`config.mk`:
```
export PLATFORM = sky130hd
export DESIGN_NAME = smc_ctrl
export DESIGN_NICKNAME = d
export VERILOG_FILES = /design/src/smc_pkg.sv /design/src/smc_wake_timer.sv /design/src/smc_ctrl.sv
export SDC_FILE = /design/constraint.sdc
export NUM_CORES = 1
export LEC_CHECK = 0
export ABC_CLOCK_PERIOD_IN_PS = 3500
export BUFFER_PORTS_ARGS = -buffer_cell sky130_fd_sc_hd__buf_2
export CAP_MARGIN = 0
export CORE_MARGIN = 2
export CORE_UTILIZATION = 35
export DETAILED_ROUTE_END_ITERATION = 10
export GPL_ROUTABILITY_DRIVEN = 1
export SKIP_LAST_GASP = 1
export SLEW_MARGIN = 0
export SYNTH_ARGS = -nofsm -noshare
export SYNTH_HDL_FRONTEND = slang
export SYNTH_SLANG_ARGS = --single-unit
```
`constraint.sdc`:
```
create_clock -name sys_clk -period 3.5 [get_ports sys_clk]
set_input_delay 0.35 -clock sys_clk [delete_from_list [all_inputs] [get_ports sys_clk]]
set_output_delay 0.35 -clock sys_clk [all_outputs]
set_load 0.02 [all_outputs]
```
`src/smc_pkg.sv`:
```
package smc_pkg;

  // register byte addresses
  localparam logic [3:0] OFS_POWER_CTRL = 4'h0;
  localparam logic [3:0] OFS_CMP_CTRL = 4'h4;
  localparam logic [3:0] OFS_STATUS = 4'h8;
  localparam logic [3:0] OFS_FUSE_CFG = 4'hc;

  // power_ctrl_reg fields
  localparam int BIT_SLEEP_ARM = 7;
  localparam int POS_STATE_SEL_HI = 6;
  localparam int POS_STATE_SEL_LO = 4;
  localparam logic [7:0] RST_POWER_CTRL = 8'h00;

  // comparator_ctrl_status fields
  localparam int BIT_CMP_OFF = 7;
  localparam logic [7:0] RST_CMP_CTRL = 8'h00;

  // fuse/config register fields
  localparam int POS_CKSRC_HI = 3;
  localparam int POS_CKSRC_LO = 0;
  localparam int POS_SUT_HI = 5;
  localparam int POS_SUT_LO = 4;
  localparam int BIT_T2_ASYNC = 8;
  localparam logic [8:0] RST_FUSE_CFG = 9'h020;

  // power state select codes
  localparam logic [2:0] PS_IDLE = 3'h0;
  localparam logic [2:0] PS_ADC_NR = 3'h1;
  localparam logic [2:0] PS_PWR_DOWN = 3'h2;
  localparam logic [2:0] PS_PWR_SAVE = 3'h3;
  localparam logic [2:0] PS_STANDBY = 3'h6;

  // clock source fuse ranges
  localparam logic [3:0] CKSRC_EXT_CLK = 4'h0;
  localparam logic [3:0] CKSRC_INT_RC_LAST = 4'h4;
  localparam logic [3:0] CKSRC_EXT_RC_LAST = 4'h8;
  localparam logic [1:0] SUT_FAST = 2'h3;

  // wake-up timing in clock cycles of the device clock
  localparam int CNT_W = 11;
  localparam logic [CNT_W-1:0] CK_STARTUP_SHORT = 11'h006;
  localparam logic [CNT_W-1:0] CK_STARTUP_EXT_RC = 11'h012;
  localparam logic [CNT_W-1:0] CK_STANDBY_WAKE = 11'h006;
  localparam logic [CNT_W-1:0] CK_RUNNING_WAKE = 11'h001;
  localparam logic [CNT_W-1:0] CK_WAKE_HALT = 11'h004;
  localparam logic [CNT_W-1:0] CK_CRYSTAL_DEFAULT = 11'h400;

  // controller states
  typedef enum logic [3:0] {
    ST_RUN = 4'h1,
    ST_SLEEP = 4'h2,
    ST_START = 4'h4,
    ST_HALT = 4'h8
  } smc_state_type;

endpackage

```
`src/smc_wake_timer.sv`:
```
`timescale 1ns/1ps
`default_nettype none

module smc_wake_timer (
  // clock and reset
  input wire logic sys_clk,
  input wire logic nrst,
  // load and count
  input wire logic load,
  input wire logic [smc_pkg::CNT_W-1:0] load_val,
  output logic done
);

  typedef struct packed {
    logic [smc_pkg::CNT_W-1:0] cnt;
  } smc_wt_type;

  smc_wt_type r_q;
  smc_wt_type r_d;

  // load n-1 so that a load of n keeps done low for exactly n-1 cycles after the load edge
  always_comb begin
    r_d = r_q;
    if (load) begin
      r_d.cnt = load_val - smc_pkg::CNT_W'(1);
    end else if (r_q.cnt != '0) begin
      r_d.cnt = r_q.cnt - smc_pkg::CNT_W'(1);
    end
  end

  always_ff @(posedge sys_clk or negedge nrst) begin
    if (!nrst) begin
      r_q <= '0;
    end else begin
      r_q <= r_d;
    end
  end

  assign done = (r_q.cnt == '0);

endmodule

`default_nettype wire

```
`src/smc_ctrl.sv`:
```
// The placing of the registers and the Avalon-MM interface to the registers were decided locally.
`timescale 1ns/1ps
`default_nettype none

module smc_ctrl #(
  parameter logic [smc_pkg::CNT_W-1:0] CRYSTAL_STARTUP_CK = smc_pkg::CK_CRYSTAL_DEFAULT
) (
  // clock and reset
  input wire logic sys_clk,
  input wire logic nrst,
  // avalon-mm register slave
  input wire logic [3:0] avs_address,
  input wire logic avs_read,
  input wire logic avs_write,
  input wire logic [31:0] avs_writedata,
  input wire logic [3:0] avs_byteenable,
  output logic [31:0] avs_readdata,
  output logic avs_waitrequest,
  // core side
  input wire logic doze_exec,
  input wire logic global_irq_en,
  input wire logic any_irq_req,
  input wire logic rst_wake_req,
  output logic core_resume,
  output logic resume_at_vector,
  output logic regfile_hold,
  // wake sources from peripherals
  input wire logic adc_enabled,
  input wire logic adc_done_irq,
  input wire logic twi_match_irq,
  input wire logic spm_ready_irq,
  input wire logic t2_ovf_flag,
  input wire logic t2_cmp_flag,
  input wire logic [1:0] timer_irq_mask,
  // external interrupt pins and their sense setup
  input wire logic ext_irq_zero,
  input wire logic ext_irq_one,
  input wire logic [1:0] ext_irq_en,
  input wire logic [1:0] ext_irq_level_sel,
  // clock domain gates, comparator power enable and adc start pulse
  output logic cpu_clk_en,
  output logic flash_clk_en,
  output logic io_clk_en,
  output logic adc_clk_en,
  output logic async_clock_domain_en,
  output logic main_osc_en,
  output logic timer_osc_en,
  output logic comparator_pwr_en,
  output logic adc_start
);

  typedef struct packed {
    smc_pkg::smc_state_type state;
    logic [2:0] mode;
    logic vec;
    logic [7:0] power_ctrl_reg;
    logic [7:0] comparator_ctrl_status;
    logic [8:0] fuse_cfg;
    logic ack;
    logic [31:0] rdata;
    logic [1:0] pin_meta;
    logic [1:0] pin_sync;
    logic [6:0] gates;
    logic adc_start;
    logic resume;
  } smc_ctrl_type;

  smc_ctrl_type r_q;
  smc_ctrl_type r_d;
  logic tmr_load;
  logic [smc_pkg::CNT_W-1:0] tmr_val;
  logic tmr_done;

  // startup/halt counter shared by both wake phases
  smc_wake_timer u_wake_timer (
    .sys_clk(sys_clk),
    .nrst(nrst),
    .load(tmr_load),
    .load_val(tmr_val),
    .done(tmr_done)
  );

  // decoded configuration
  logic [2:0] sel;
  logic armed;
  logic [3:0] cksrc;
  logic [1:0] startup_time_fuses;
  logic t2_async;
  logic crystal;
  logic mode_ok;
  logic doze_ok;
  logic lvl_wake;
  logic t2_wake;
  logic wake_irq;
  logic [smc_pkg::CNT_W-1:0] startup_ck;

  assign sel = r_q.power_ctrl_reg[smc_pkg::POS_STATE_SEL_HI:smc_pkg::POS_STATE_SEL_LO];
  assign armed = r_q.power_ctrl_reg[smc_pkg::BIT_SLEEP_ARM];
  assign cksrc = r_q.fuse_cfg[smc_pkg::POS_CKSRC_HI:smc_pkg::POS_CKSRC_LO];
  assign startup_time_fuses = r_q.fuse_cfg[smc_pkg::POS_SUT_HI:smc_pkg::POS_SUT_LO];
  assign t2_async = r_q.fuse_cfg[smc_pkg::BIT_T2_ASYNC];
  assign crystal = (cksrc > smc_pkg::CKSRC_EXT_RC_LAST);

  // standby without a crystal option is treated like a reserved code
  always_comb begin
    unique case (sel)
      smc_pkg::PS_IDLE, smc_pkg::PS_ADC_NR, smc_pkg::PS_PWR_DOWN, smc_pkg::PS_PWR_SAVE: mode_ok = 1'b1;
      smc_pkg::PS_STANDBY: mode_ok = crystal;
      default: mode_ok = 1'b0;
    endcase
  end

  assign doze_ok = doze_exec && armed && mode_ok;

  // only a held low level wakes from the pins; edge-sensed requests never reach here
  assign lvl_wake = |(ext_irq_en & ext_irq_level_sel & ~r_q.pin_sync);
  assign t2_wake = global_irq_en && ((t2_ovf_flag && timer_irq_mask[0]) || (t2_cmp_flag && timer_irq_mask[1]));

  // per-mode wake qualification
  always_comb begin
    unique case (r_q.mode)
      smc_pkg::PS_IDLE: wake_irq = any_irq_req || (global_irq_en && lvl_wake);
      smc_pkg::PS_ADC_NR: wake_irq = (global_irq_en && (adc_done_irq || twi_match_irq || spm_ready_irq || lvl_wake))
                                     || t2_wake;
      smc_pkg::PS_PWR_SAVE: wake_irq = (global_irq_en && (twi_match_irq || lvl_wake)) || (t2_async && t2_wake);
      default: wake_irq = global_irq_en && (twi_match_irq || lvl_wake);
    endcase
  end

  // restart time depends on clock source and startup fuses
  always_comb begin
    if (r_q.mode == smc_pkg::PS_IDLE || r_q.mode == smc_pkg::PS_ADC_NR) begin
      startup_ck = smc_pkg::CK_RUNNING_WAKE;
    end else if (r_q.mode == smc_pkg::PS_STANDBY) begin
      startup_ck = smc_pkg::CK_STANDBY_WAKE;
    end else if (cksrc <= smc_pkg::CKSRC_INT_RC_LAST) begin
      startup_ck = smc_pkg::CK_STARTUP_SHORT;
    end else if (cksrc <= smc_pkg::CKSRC_EXT_RC_LAST) begin
      startup_ck = (startup_time_fuses == smc_pkg::SUT_FAST) ? smc_pkg::CK_STARTUP_SHORT : smc_pkg::CK_STARTUP_EXT_RC;
    end else begin
      startup_ck = CRYSTAL_STARTUP_CK;
    end
  end

  // sequencer, register file and pin synchronisers
  always_comb begin
    r_d = r_q;
    tmr_load = 1'b0;
    tmr_val = smc_pkg::CK_WAKE_HALT;
    r_d.pin_meta = {ext_irq_one, ext_irq_zero};
    r_d.pin_sync = r_q.pin_meta;
    r_d.adc_start = 1'b0;
    r_d.resume = 1'b0;
    r_d.ack = (avs_read || avs_write) && !r_q.ack;
    r_d.rdata = r_q.rdata;
    if (r_d.ack) begin
      unique case (avs_address)
        smc_pkg::OFS_POWER_CTRL: r_d.rdata = {24'h000000, r_q.power_ctrl_reg};
        smc_pkg::OFS_CMP_CTRL: r_d.rdata = {24'h000000, r_q.comparator_ctrl_status};
        smc_pkg::OFS_STATUS: r_d.rdata = {17'h00000, r_q.gates, r_q.vec, r_q.mode, r_q.state};
        smc_pkg::OFS_FUSE_CFG: r_d.rdata = {23'h000000, r_q.fuse_cfg};
        default: r_d.rdata = 32'h00000000;
      endcase
    end
    // writes land on the edge where waitrequest is low
    if (avs_write && r_q.ack) begin
      if (avs_byteenable[0]) begin
        unique case (avs_address)
          smc_pkg::OFS_POWER_CTRL: r_d.power_ctrl_reg = avs_writedata[7:0];
          smc_pkg::OFS_CMP_CTRL: r_d.comparator_ctrl_status = avs_writedata[7:0];
          smc_pkg::OFS_FUSE_CFG: r_d.fuse_cfg[7:0] = avs_writedata[7:0];
          default: ;
        endcase
      end
      if (avs_byteenable[1] && avs_address == smc_pkg::OFS_FUSE_CFG) begin
        r_d.fuse_cfg[8] = avs_writedata[8];
      end
    end
    unique case (r_q.state)
      smc_pkg::ST_RUN: begin
        if (doze_ok) begin
          r_d.state = smc_pkg::ST_SLEEP;
          r_d.mode = sel;
          r_d.vec = 1'b0;
          r_d.adc_start = adc_enabled && (sel == smc_pkg::PS_IDLE || sel == smc_pkg::PS_ADC_NR);
        end
      end
      smc_pkg::ST_SLEEP: begin
        if (rst_wake_req || wake_irq) begin
          r_d.state = smc_pkg::ST_START;
          r_d.vec = rst_wake_req;
          tmr_load = 1'b1;
          tmr_val = startup_ck;
        end
      end
      smc_pkg::ST_START: begin
        if (tmr_done) begin
          if (r_q.vec) begin
            r_d.state = smc_pkg::ST_RUN;
            r_d.resume = 1'b1;
          end else begin
            r_d.state = smc_pkg::ST_HALT;
            tmr_load = 1'b1;
            tmr_val = smc_pkg::CK_WAKE_HALT;
          end
        end
      end
      smc_pkg::ST_HALT: begin
        if (tmr_done) begin
          r_d.state = smc_pkg::ST_RUN;
          r_d.resume = 1'b1;
        end
      end
    endcase
    // gates order: cpu flash io adc async osc tosc, taken from the next state
    unique case (r_d.state)
      smc_pkg::ST_RUN: r_d.gates = {6'h3f, t2_async};
      smc_pkg::ST_HALT: r_d.gates = {2'h0, 4'hf, t2_async};
      default: begin
        unique case (r_d.mode)
          smc_pkg::PS_IDLE: r_d.gates = {2'h0, 4'hf, t2_async};
          smc_pkg::PS_ADC_NR: r_d.gates = {3'h0, 3'h7, t2_async};
          smc_pkg::PS_PWR_SAVE: r_d.gates = {4'h0, t2_async, 1'b0, t2_async};
          smc_pkg::PS_STANDBY: r_d.gates = 7'h02;
          default: r_d.gates = 7'h00;
        endcase
        // oscillator restarts while the startup count runs
        if (r_d.state == smc_pkg::ST_START) begin
          r_d.gates[1] = 1'b1;
        end
      end
    endcase
  end

  // single register for all controller state except the wake timer count; async reset loads constants only
  always_ff @(posedge sys_clk or negedge nrst) begin
    if (!nrst) begin
      r_q.state <= smc_pkg::ST_RUN;
      r_q.mode <= smc_pkg::PS_IDLE;
      r_q.vec <= 1'b0;
      r_q.power_ctrl_reg <= smc_pkg::RST_POWER_CTRL;
      r_q.comparator_ctrl_status <= smc_pkg::RST_CMP_CTRL;
      r_q.fuse_cfg <= smc_pkg::RST_FUSE_CFG;
      r_q.ack <= 1'b0;
      r_q.rdata <= 32'h00000000;
      r_q.pin_meta <= 2'h3;
      r_q.pin_sync <= 2'h3;
      r_q.gates <= 7'h7e;
      r_q.adc_start <= 1'b0;
      r_q.resume <= 1'b0;
    end else begin
      r_q <= r_d;
    end
  end

  // outputs
  assign avs_readdata = r_q.rdata;
  assign avs_waitrequest = (avs_read || avs_write) && !r_q.ack;
  assign cpu_clk_en = r_q.gates[6];
  assign flash_clk_en = r_q.gates[5];
  assign io_clk_en = r_q.gates[4];
  assign adc_clk_en = r_q.gates[3];
  assign async_clock_domain_en = r_q.gates[2];
  assign main_osc_en = r_q.gates[1];
  assign timer_osc_en = r_q.gates[0];
  assign comparator_pwr_en = !r_q.comparator_ctrl_status[smc_pkg::BIT_CMP_OFF];
  assign adc_start = r_q.adc_start;
  assign core_resume = r_q.resume;
  assign resume_at_vector = r_q.vec;
  // core must not write registers or SRAM while clocks are gated
  assign regfile_hold = (r_q.state != smc_pkg::ST_RUN);

  // startup length is counted here, since the longest crystal count is too long for a delay range
  logic [smc_pkg::CNT_W:0] start_cnt_q;
  always_ff @(posedge sys_clk or negedge nrst) begin
    if (!nrst) begin
      start_cnt_q <= '0;
    end else begin
      start_cnt_q <= (r_q.state == smc_pkg::ST_START) ? start_cnt_q + 1'b1 : '0;
    end
  end
endmodule

`default_nettype wire

```
# After elaboration in Yosys (flattened, before gate mapping)
# Index checks and enable logic that the tools add are counted.
dict set report word_totals {
  inputBits 62
  out_inout_bits 45
  register_bits 90
  word_cells 123
}
dict set report op_classes {
  n_eq_ne 24
  add_sub_neg 2
  n_bitwise 3
  n_reduce_logical 42
  magnitude_cmp 3
  mux 34
}
# op n
set ops {}
lappend ops {{2-to-1 mux 11 bit} 8}
lappend ops {{case mux 15 bit (4 select lines)} 1}
lappend ops {{subtractor 11 x 1 -> 11 bit, second input constant} 2}
lappend ops {{case mux 5 bit (4 select lines)} 1}
lappend ops {{equality test 4 bit, second input constant} 4}
lappend ops {{2-to-1 mux 4 bit} 4}
lappend ops {{case mux 4 bit (4 select lines)} 1}
lappend ops {{case mux 7 bit (2 select lines)} 1}
lappend ops {{logical AND 1 bit} 13}
lappend ops {{equality test 3 x 2 -> 1 bit, second input constant} 4}
lappend ops {{equality test 4 x 3 -> 1 bit, second input constant} 3}
lappend ops {{logical OR 1 bit} 12}
lappend ops {{AND reduction 3 bit} 4}
lappend ops {{zero test 11 bit} 1}
lappend ops {{nonzero test 11 bit} 1}
lappend ops {{2-to-1 mux 1 bit} 10}
lappend ops {{equality test 3 x 1 -> 1 bit, second input constant} 3}
lappend ops {{equality test 3 bit, second input constant} 3}
lappend ops {{zero test 3 bit} 3}
lappend ops {{equality test 4 x 1 -> 1 bit, second input constant} 2}
lappend ops {{2-to-1 mux 8 bit} 1}
lappend ops {{case mux 1 bit (2 select lines)} 4}
lappend ops {{2-to-1 mux 5 bit} 1}
lappend ops {{bitwise AND 2 bit} 2}
lappend ops {{16 further kinds} 19}

# Depth between registers and ports, before layout
# Gate-level depths: netlist of the first run.
dict set report depth {
  depth_word 13
  ltp_mapped 16
  depth_no_buf 14
}

# Hierarchy
# Synthesis of the first run repeated with hierarchy kept, for this count alone.
dict set report hier_totals {
  cells_unflattened 378
  hier_area_um2 3966.3
}
# module n_inst cells_each area_per_inst_um2
set modules_own_cells {}
lappend modules_own_cells {smc_ctrl 1 291 3134.3}
lappend modules_own_cells {smc_wake_timer 1 87 832.0}

# Worst setup path before layout of the first run
# No wires, ideal clock.
dict set report synth_timing {
  path_type {flip-flop to flip-flop}
  from {reg r_q[74] in the netlist's numbering}
  to {reg u_wake_timer.r_q[6] in the netlist's numbering}
  stages_incl_launch_ff 17
  slack_ps 448
  t_required_ps 3374
  n_path_buf 2
  t_arrival_ps 2926
  cell_sequence {dfrtp_1 buf_4 nor2_4 a31o_2 o21ai_1 o21ba_2 buf_4 nor2_2 a22oi_1 ha_1 inv_1 or3_1 nor2_1 nand2_1 o22ai_2 nand3_1 a311o_1}
}
dict set report synth_via {
  elab_chain_len 7
}
# item line_no
set synth_lines {}
lappend synth_lines {{from (decl)} smc_ctrl.sv:68} ;# smc_ctrl_type r_q;
lappend synth_lines {{from (signal assigned)} smc_ctrl.sv:252} ;# r_q <= r_d;
lappend synth_lines {{equality test 3 x 2 -> 1 bit, or another cell as far along} smc_ctrl.sv:121} ;# unique case (r_q.mode)
lappend synth_lines {{case mux 1 bit (3 select lines), or another cell as far along} smc_ctrl.sv:121}
lappend synth_lines {{logical OR 1 bit / 2-to-1 mux 11 bit (equally long branches)} {smc_ctrl.sv:189, smc_ctrl.sv:132}}
lappend synth_lines {{2-to-1 mux 11 bit} smc_ctrl.sv:189} ;# if (rst_wake_req || wake_irq) begin
lappend synth_lines {{2-to-1 mux 11 bit} n/a}
lappend synth_lines {{subtractor 11 x 1 -> 11 bit} smc_wake_timer.sv:25} ;# r_d.cnt = load_val - smc_pkg::CNT_W'(1);
lappend synth_lines {{2-to-1 mux 11 bit} smc_wake_timer.sv:24} ;# if (load) begin
lappend synth_lines {{to (signal assigned)} smc_wake_timer.sv:35} ;# r_q <= r_d;
lappend synth_lines {{to (decl)} smc_wake_timer.sv:18} ;# smc_wt_type r_q;
# Parallel ways exist; a longest one is shown, timed or not.
# A chain may end at the register's enable or synchronous reset.

# Worst setup path in the final report of the first run
# Same ends and word-level chain as after synthesis.

==> results of run 1 <==
layout by cell type (no fill, tap or decap), types with 3 or more instances in the layout:
cell type,instances
a22oi_1,3
clkbuf_8,9
nor3_1,7
nor2b_1,7
buf_4,17
dfrtp_1,60
buf_2,64
dfstp_2,11
nand2_1,40
o21ai_1,5
o21ai_0,21
nand3_1,15
a22o_1,9
nor2_1,23
nand3b_1,3
inv_1,12
mux2_2,23
a221oi_1,10
conb_1,17
nor4_1,4
nand2b_1,4
a21oi_1,6
a311oi_1,3
and3_1,5
per-stage QoR:
step / total power [uW] / hold slack, ns / cells
after detailed placement: 1160 / 0.303 / 565
after CTS: 1870 / 0.0919 / 582
after floorplan: 1090 / 0.0544 / 389
after global routing: 1940 / 0.0837 / 583
final: 1850 / 0.103 / 583
after global placement: 1150 / 0.288 / 565
cell usage after synthesis, types with 3 or more instances:
master | n | area share (%)
a221oi_1 | 10 | 2.3
nand3b_1 | 3 | 0.58
inv_1 | 12 | 1.2
clkbuf_1 | 6 | 0.58
buf_4 | 36 | 7.0
a22o_1 | 9 | 2.0
mux2_2 | 23 | 6.7
o21ai_1 | 4 | 0.52
and3_1 | 5 | 0.81
nor3_1 | 7 | 0.91
dfstp_2 | 11 | 7.5
o21ai_0 | 22 | 2.9
a311oi_1 | 3 | 0.68
dfrtp_1 | 60 | 39
nand3_1 | 15 | 1.9
nor2_1 | 23 | 2.2
nor2b_1 | 7 | 1.1
nand2b_1 | 4 | 0.65
nor4_1 | 4 | 0.65
nand2_1 | 40 | 3.9
a22oi_1 | 3 | 0.58
a21oi_1 | 6 | 0.78
registers in the layout (all words and copies together), names as in the netlist, 2 cells and up:
signal and flops:
cksrc 4, avs_readdata 14, r_q 30, u_wake_timer.r_q 11
r_d 2
area by class of cell:
type,count,area (um2),share of cell area (%)
tap,140,175,3.92
timing repair buffer,82,458,10.2
sequential,71,1790,40.0
clock buffer,10,128,2.85
clock inverter,6,86.3,1.93
multi-input combinational,261,1790,39.9
inverter,13,48.8,1.09
logic make-up (layout without fill, tap and decap cells):
group | Yosys count | after routing
flops | 71 | 71
xor+xnor | 2 | 2
fa+ha+maj | 1 | 1
other cells | 1 | 17
mux | 26 | 26
simple gates | 129 | 129
compound gates | 86 | 86
buf+inv | 57 | 111
timing repair:
action / 4_1_cts / 5_1_grt
endpoints found under the setup margin: 0 / 1
hold buffers: 1 / 0
buffers inserted: 0 / 1
hold endpoints to repair: 15 / 0
gates resized for setup: 0 / 4
report_power, final:
part           total [uW]  internal [uW]  switching [uW]  leakage, uW
sequential            927            879            48.2     0.000885
combinational         214           84.0             130      0.00110
clock                 710            400             310     0.000106
path summary, 6_finish.rpt:
| kind | start | to | slack, ns | cells past startpoint |
|---|---|---|---|---|
| worst min-delay path | ext_irq_one | r_d[10] | 0.10 | 1 |
| worst max-delay path | r_q[74] | u_wake_timer.r_q[6] | 0.29 | 13 |
| min in group asynchronous | nrst | avs_readdata[3] | 0.46 | 2 |
| worst min register to register | r_d[10] | r_q[10] | 0.36 | 0 |
| worst max register to register | r_q[74] | u_wake_timer.r_q[6] | 0.29 | 13 |
| max in group asynchronous | nrst | adc_clk_en | 2.20 | 3 |
routing by layer:
layer | track usage, % | vias up
met5 | 0 | -
met4 | 5.40 | 0
met3 | 2.87 | 5
met2 | 26.7 | 101
met1 | 21.8 | 1461
li1 | - | 1435
==> flow_summary.json, run 1 <==
{
  "run_status": "finished, final reports clean",
  "area_growth_pct": 15.9,
  "die_y_um": 109,
  "critical_path_buf_inv_count": 1,
  "cp_top_family": "compound AO/OA/AOI/OAI gates",
  "io_buffers": 64,
  "clock_sinks": 71,
  "avgSynthCellArea_um2": 10.3,
  "period_needed_ns": 3.21,
  "syn_area_um2": 3860,
  "hp-class": "input pin to register",
  "crit_path_end_kind": "register",
  "grt_overflow_total": 0,
  "post-place-ws_ns": 0.188,
  "die_area_um2": 11900,
  "ys_seq_elements": 71,
  "coreArea_um2": 10800,
  "synth_top_family_by_area": "simple AND/OR/NAND/NOR gates",
  "slew_violations": 0,
  "synth_xor_area_share_pct": 0.454,
  "synth_cells": 373,
  "max_slew_margin_pct": 32.1,
  "post-route-worst-setup-slack_ns": 0.286,
  "tightest_slew_ns": 1.02,
  "fin_nets": 501,
  "fill_cells": 1053,
  "wl_met3_um": 443,
  "power.density_nw_per_um2": 414,
  "critPathLaunchType": "register",
  "wl_per_cell_um": 15.6,
  "maxCapViolations": 0,
  "skew_ns": 0.0133,
  "cts_tree": "done",
  "rsz0062_at_grt": "false",
  "drt-met1-wl_um": 4220,
  "synth-edff-count": 0,
  "totalWireLength_um": 9100,
  "arrival_ns": 3.45,
  "layout-drive-gt1-share_pct": 35.0,
  "synthMuxAreaShare_pct": 7.62,
  "max-vdd-ir-drop_uv": 251,
  "num_rows": 38,
  "max_stage_delay_ns": 0.52,
  "clkTransAtPathRegs_ns": 0.08,
  "cts_max_level": 3,
  "async_flop_share_pct": 100,
  "synth-simple-area-share_pct": 18.9,
  "n_antenna_cell": 0,
  "drc": 0,
  "grt_pass1_wl_um": 14800,
  "first_global_vias": 2875,
  "drt-vias-per-instance": 5.15,
  "ant_nets": 0,
  "slowest_stage": "dfrtp_1",
  "cts_buffers": 9,
  "setup_viol": 0,
  "start_util_pct": 35.8,
  "critPathKind": "register to register",
  "cp_max_fo": 9,
  "synth_cell_type_count": 70,
  "grt_usage_pct": 16.3,
  "drt_first_pass_iters": 4,
  "p_leak_uw": 0.00209,
  "antenna_found_initial": 0,
  "dpl.hpwl_um": 6930,
  "dpl_cell_area_um2": 4230,
  "drtIter0Drc": 174,
  "top_layer": "met4",
  "ys_warn_count": 0,
  "cp_common_cell": "nor2_1",
  "grt_start_max_net_pins": 38,
  "stdcell_area_um2": 4470,
  "clock_latency_ns": 0.35,
  "vias": 3002,
  "tns_ns": 0,
  "hold_viol": 0,
  "synth_compound_area_share_pct": 16.9,
  "synth_fa_ha_area_share_pct": 0.324,
  "gp_congestion": 0.830,
  "min_period_over_period_pct": 91.8,
  "cp_data_required_time_ns": 3.74,
  "root_buffer": "clkbuf_8",
  "clk_path_buf_depth": 2,
  "synth_ff_type": "dfrtp_1",
  "yosysSeqAreaShare_pct": 46.4,
  "ioPinCount": 107,
  "fmax_mhz": 311,
  "finish.utilization_pct": 41.4,
  "crit_chain": "nor2_1 > a31o_2 > o21ba_4 > nor2_2 > a22oi_1 > ha_1 > inv_1 > or3_1 > nor2_1 > nand2_1 > o22ai_2 > nand3_1 > a311o_1",
  "die_w_um": 109,
  "routed-wl-met2_um": 4350
}
(Power assumes the default switching activity.)
==> run 2, diff against run 1 <==
--- a/config.mk
+++ b/config.mk
@@ -12,6 +12,7 @@
 export CORE_UTILIZATION = 35
 export DETAILED_ROUTE_END_ITERATION = 10
 export GPL_ROUTABILITY_DRIVEN = 1
+export REMOVE_ABC_BUFFERS = 1
 export SKIP_LAST_GASP = 1
 export SLEW_MARGIN = 0
 export SYNTH_ARGS = -nofsm -noshare
==> run 2 against run 1 <==
  * Via count up 1.3%
  * Flip-flop and latch count unchanged
  * Non-clock buffer count down 1
  * Count of clock-buffer cells in the layout down 1
  * Hold slack worse by 0.017 ns
  * Die area unchanged
  * Global-route usage about the same
  * Sequential share of layout area up 0.71 points
  * Critical path depth up 1
  * Total power down 7.6%
  * Clock power down 20%
  * Largest power group unchanged
==> flow_summary.json, run 2 (same netlist as run 1, synthesis figures left out) <==
{
  "p_leak_uw": 0.00206,
  "die_w_um": 109,
  "cp_data_required_time_ns": 3.74,
  "r2r_start": "r_q[74]",
  "hold_viol": 0,
  "first_global_vias": 2952,
  "dpl.hpwl_um": 6890,
  "die_y_um": 109,
  "finish.utilization_pct": 40.8,
  "totalWireLength_um": 9210,
  "antenna_found_initial": 0,
  "largest_reg_flops": 30,
  "grt_usage_pct": 16.3,
  "period_needed_ns": 3.29,
  "hp-class": "input pin to register",
  "fin_nets": 500,
  "run_status": "finished, final reports clean",
  "setup_viol": 0,
  "root_buffer": "clkbuf_8",
  "layout-drive-gt1-share_pct": 35.7,
  "critPathKind": "register to register",
  "clock_latency_ns": 0.35,
  "gp_congestion": 0.850,
  "n_antenna_cell": 0,
  "ant_nets": 0,
  "max-vdd-ir-drop_uv": 217,
  "cts_buffers": 9,
  "hp-start": "ext_irq_one",
  "drt-vias-per-instance": 5.23,
  "grt_start_max_net_pins": 46,
  "layout_commonest_cell": "buf_2",
  "clk_path_buf_depth": 2,
  "grt_pass1_wl_um": 15100,
  "cts_max_level": 3,
  "maxCapViolations": 0,
  "cp_max_fo": 8,
  "cts_tree": "done",
  "die_area_um2": 11900,
  "area_growth_pct": 14.1,
  "wl_per_cell_um": 15.8,
  "drc": 0,
  "layout_common_cells": "buf_2 (64), dfrtp_1 (58), nand2_1 (40), nor2_1 (23), mux2_2 (23)",
  "total_power_uw": 1710,
  "vias": 3042,
  "tightest_slew_ns": 1.02,
  "arrival_ns": 3.54,
  "coreArea_um2": 10800,
  "power.density_nw_per_um2": 389,
  "start_util_pct": 35.8,
  "clock_sinks": 71,
  "skew_ns": 0.0117,
  "top_register": "r_q",
  "hold_buffers": 0,
  "clkTransAtPathRegs_ns": 0.09,
  "cp-startpoint": "r_q[74]",
  "grt_overflow_total": 0,
  "tns_ns": 0,
  "num_rows": 38,
  "ioPinCount": 107,
  "drtIter0Drc": 203,
  "crit_path_end_kind": "register",
  "slew_violations": 0,
  "min_period_over_period_pct": 94.1,
  "io_buffers": 64,
  "drt_first_pass_iters": 4,
  "max_slew_margin_pct": 31.5,
  "fmax_mhz": 304,
  "critPathLaunchType": "register"
}
[run 2: metal layers]
metal  share of wire (%)  up-vias  GRT usage [%]
li1                    -     1438              -
met1                  48     1491           23.4
met2                  46      101           24.9
met3                 4.9       12           2.87
met4                 1.6        0           5.13
met5                   0        -              0
[run 2: through the flow]
step                area, um2  hold WS, ns  cells  setup WS [ns]
CTS                      4370       0.0748    579          0.125
floorplan                3610       0.0544    345          0.454
finish                   4400       0.0868    582          0.206
global route             4400       0.0784    582       -0.00643
global placement         4210        0.347    563          0.198
detailed placement       4210        0.347    563          0.136
[run 2: worst max-delay path, stage by stage, from the launching register on]
cell	delay, ns
dfrtp_2	0.49
o21ai_1	0.15
o211ai_1	0.13
a31o_2	0.28
o21ba_2	0.27
buf_4	0.17
a22oi_1	0.20
ha_2	0.23
inv_1	0.05
or3_1	0.35
nor2_1	0.15
nand2_1	0.08
o22ai_2	0.17
nand3_1	0.11
a311o_1	0.35
[run 2: final timing paths]
kind                                       endpoint  slack [ns]  cells past startpoint
max in group asynchronous                 io_clk_en        2.49                      2
worst max-delay path            u_wake_timer.r_q[6]        0.21                     14
worst min register to register              r_q[10]        0.36                      0
worst max register to register  u_wake_timer.r_q[6]        0.21                     14
min in group asynchronous          resume_at_vector        0.17                      1
worst min-delay path                        r_d[10]        0.09                      1
[run 2: report_power, final]
part           total, uW  switching [uW]  internal [uW]
logic                211             129           82.6
registers            930            51.0            879
clock network        570             319            250
[run 2: cell type report]
type                    instances  area (um2)
flip-flops and latches         71        1790
inverters                      13        48.8
fillers                      1059        6390
multi-input cells             261        1770
repair buffers                 81         448
clock buffers                   9         124
clock inverters                 7        40.0
well taps                     140         175
[run 2: what timing repair did]
item	4_1_cts	5_1_grt
setup buffers	0	3
setup endpoints to repair	0	1
resized for setup	0	3
==> run 3, diff against run 2 <==
--- a/config.mk
+++ b/config.mk
@@ -12,6 +12,7 @@
 export CORE_UTILIZATION = 35
 export DETAILED_ROUTE_END_ITERATION = 10
 export GPL_ROUTABILITY_DRIVEN = 1
+export RECOVER_POWER = 25
 export REMOVE_ABC_BUFFERS = 1
 export SKIP_LAST_GASP = 1
 export SLEW_MARGIN = 0
==> run 3 against run 2 <==
  * The flow now finishes with violations (capacitance limit, slew limit)
  * Final cell count is the same
  * Critical path depth is the same
  * Sequential power is essentially flat
  * Fmax is essentially flat
  * Via count is essentially flat
  * Total power is essentially flat
  * First-iteration DRC count is the same
  * Die area is the same
  * Sequential share of layout area is essentially flat
  * Count of clock-buffer cells in the layout is the same
  * Flip-flop and latch count is the same
==> flow_summary.json, run 3 (same netlist as run 1, synthesis figures left out) <==
{
  "run_status": "complete, but fails checks",
  "violations": "capacitance limit, slew limit",
  "routed-wl-met2_um": 4180,
  "start_util_pct": 35.8,
  "critPathKind": "register to register",
  "post-route-worst-setup-slack_ns": 0.207,
  "cp_top_family": "compound AO/OA/AOI/OAI gates",
  "layout_common_cells": "buf_2 (63), dfrtp_1 (58), nand2_1 (40), nor2_1 (23), mux2_2 (23)",
  "max_stage_delay_ns": 0.49,
  "die_w_um": 109,
  "first_global_vias": 2952,
  "dpl.hpwl_um": 6890,
  "n_antenna_cell": 0,
  "gp_congestion": 0.850,
  "largest_reg_flops": 30,
  "drt_first_pass_iters": 4,
  "critPathLaunchType": "register",
  "drt-vias-per-instance": 5.23,
  "cts_buffers": 9,
  "arrival_ns": 3.53,
  "grt_usage_pct": 16.3,
  "ant_nets": 0,
  "area_growth_pct": 14.0,
  "drtIter0Drc": 203,
  "hp-class": "input pin to register",
  "num_rows": 38,
  "power.density_nw_per_um2": 389,
  "clock_sinks": 71,
  "wl_per_cell_um": 15.8,
  "drc": 0,
  "hold_viol": 0,
  "top_layer": "met4",
  "grt_overflow_total": 0,
  "maxCapViolations": 1,
  "post-place-ws_ns": 0.136,
  "p_leak_uw": 0.00206,
  "min_period_over_period_pct": 94.1,
  "top_register": "r_q",
  "hold-worst-slack_ns": 0.0866,
  "fin_nets": 500,
  "clk_path_buf_depth": 2,
  "cp_data_required_time_ns": 3.74,
  "layout-drive-gt1-share_pct": 35.5,
  "cts_tree": "done",
  "tightest_slew_ns": 2.38,
  "critical_path_buf_inv_count": 2,
  "wl_met3_um": 415,
  "grt_pass1_wl_um": 15100,
  "max_slew_margin_pct": -58.9,
  "coreArea_um2": 10800,
  "grt_start_max_net_pins": 46,
  "die_y_um": 109,
  "period_needed_ns": 3.29,
  "root_buffer": "clkbuf_8",
  "fmax_mhz": 304,
  "clock_latency_ns": 0.35,
  "totalWireLength_um": 9220,
  "max-vdd-ir-drop_uv": 217,
  "hold_buffers": 0,
  "total_power_uw": 1710,
  "skew_ns": 0.0116,
  "crit_path_end_kind": "register",
  "drt-met1-wl_um": 4470,
  "cts_max_level": 3,
  "slew_violations": 46,
  "io_buffers": 64,
  "layout_commonest_cell": "buf_2",
  "die_area_um2": 11900,
  "clkTransAtPathRegs_ns": 0.09,
  "setup_viol": 0,
  "slowest_stage": "dfrtp_2",
  "cp_max_fo": 8,
  "crit_chain": "o21ai_1 > o211ai_1 > a31o_2 > o21ba_2 > buf_4 > a22oi_1 > ha_2 > inv_1 > or3_1 > nor2_1 > nand2_1 > o22ai_2 > nand3_1 > a311o_1",
  "vias": 3041,
  "ioPinCount": 107,
  "antenna_found_initial": 0
}
[run 3: routing by layer]
layer	up-vias	global-route usage [%]
met5	-	0
li1	1437	-
met4	0	5.13
met2	95	24.9
met1	1497	23.4
met3	12	2.87
[run 3: metrics by stage]
stage,setup TNS [ns],utilization (%),area (um2),cells
final,0,40.8,4400,582
after CTS,0,40.5,4370,579
after global routing,-0.00643,40.8,4400,582
after floorplan,0,-,3610,345
after global placement,0,39.0,4210,563
after detailed placement,0,39.0,4210,563
[run 3: area by class of cell]
type | count | area, um2
multi-input combinational | 261 | 1770
clock buffer | 9 | 124
sequential | 71 | 1790
fill | 1060 | 6390
tap | 140 | 175
clock inverter | 7 | 40.0
timing repair buffer | 81 | 447
inverter | 13 | 48.8
[run 3: worst register-to-register path, cell delays in order (launching register included)]
cell	delay [ns]
dfrtp_2	0.49
o21ai_1	0.15
o211ai_1	0.13
a31o_2	0.28
o21ba_2	0.27
buf_4	0.17
a22oi_1	0.20
ha_2	0.23
inv_1	0.05
or3_1	0.35
nor2_1	0.15
nand2_1	0.08
o22ai_2	0.17
nand3_1	0.11
a311o_1	0.35
[run 3: path summary, 6_finish.rpt]
| kind | from | endpoint | slack, ns | cells after the start |
|---|---|---|---|---|
| min in group asynchronous | nrst | r_q[74] | 0.72 | 1 |
| worst min register to register | r_d[10] | r_q[10] | 0.36 | 0 |
| worst max register to register | r_q[74] | u_wake_timer.r_q[6] | 0.21 | 14 |
| worst min-delay path | ext_irq_one | r_d[10] | 0.09 | 1 |
| worst max-delay path | r_q[74] | u_wake_timer.r_q[6] | 0.21 | 14 |
| max in group asynchronous | nrst | r_q[74] | 1.27 | 1 |
[run 3: repair_timing]
item,in CTS,in global routing
gates resized for setup,0,3
setup endpoints to repair,0,1
setup buffers,0,3
[run 3: report_power, final]
| part | internal [uW] | switching [uW] |
|---|---|---|
| Clock | 250 | 319 |
| Combinational | 82.5 | 129 |
| Sequential | 879 | 51.0 |
| Total | 1210 | 499 |
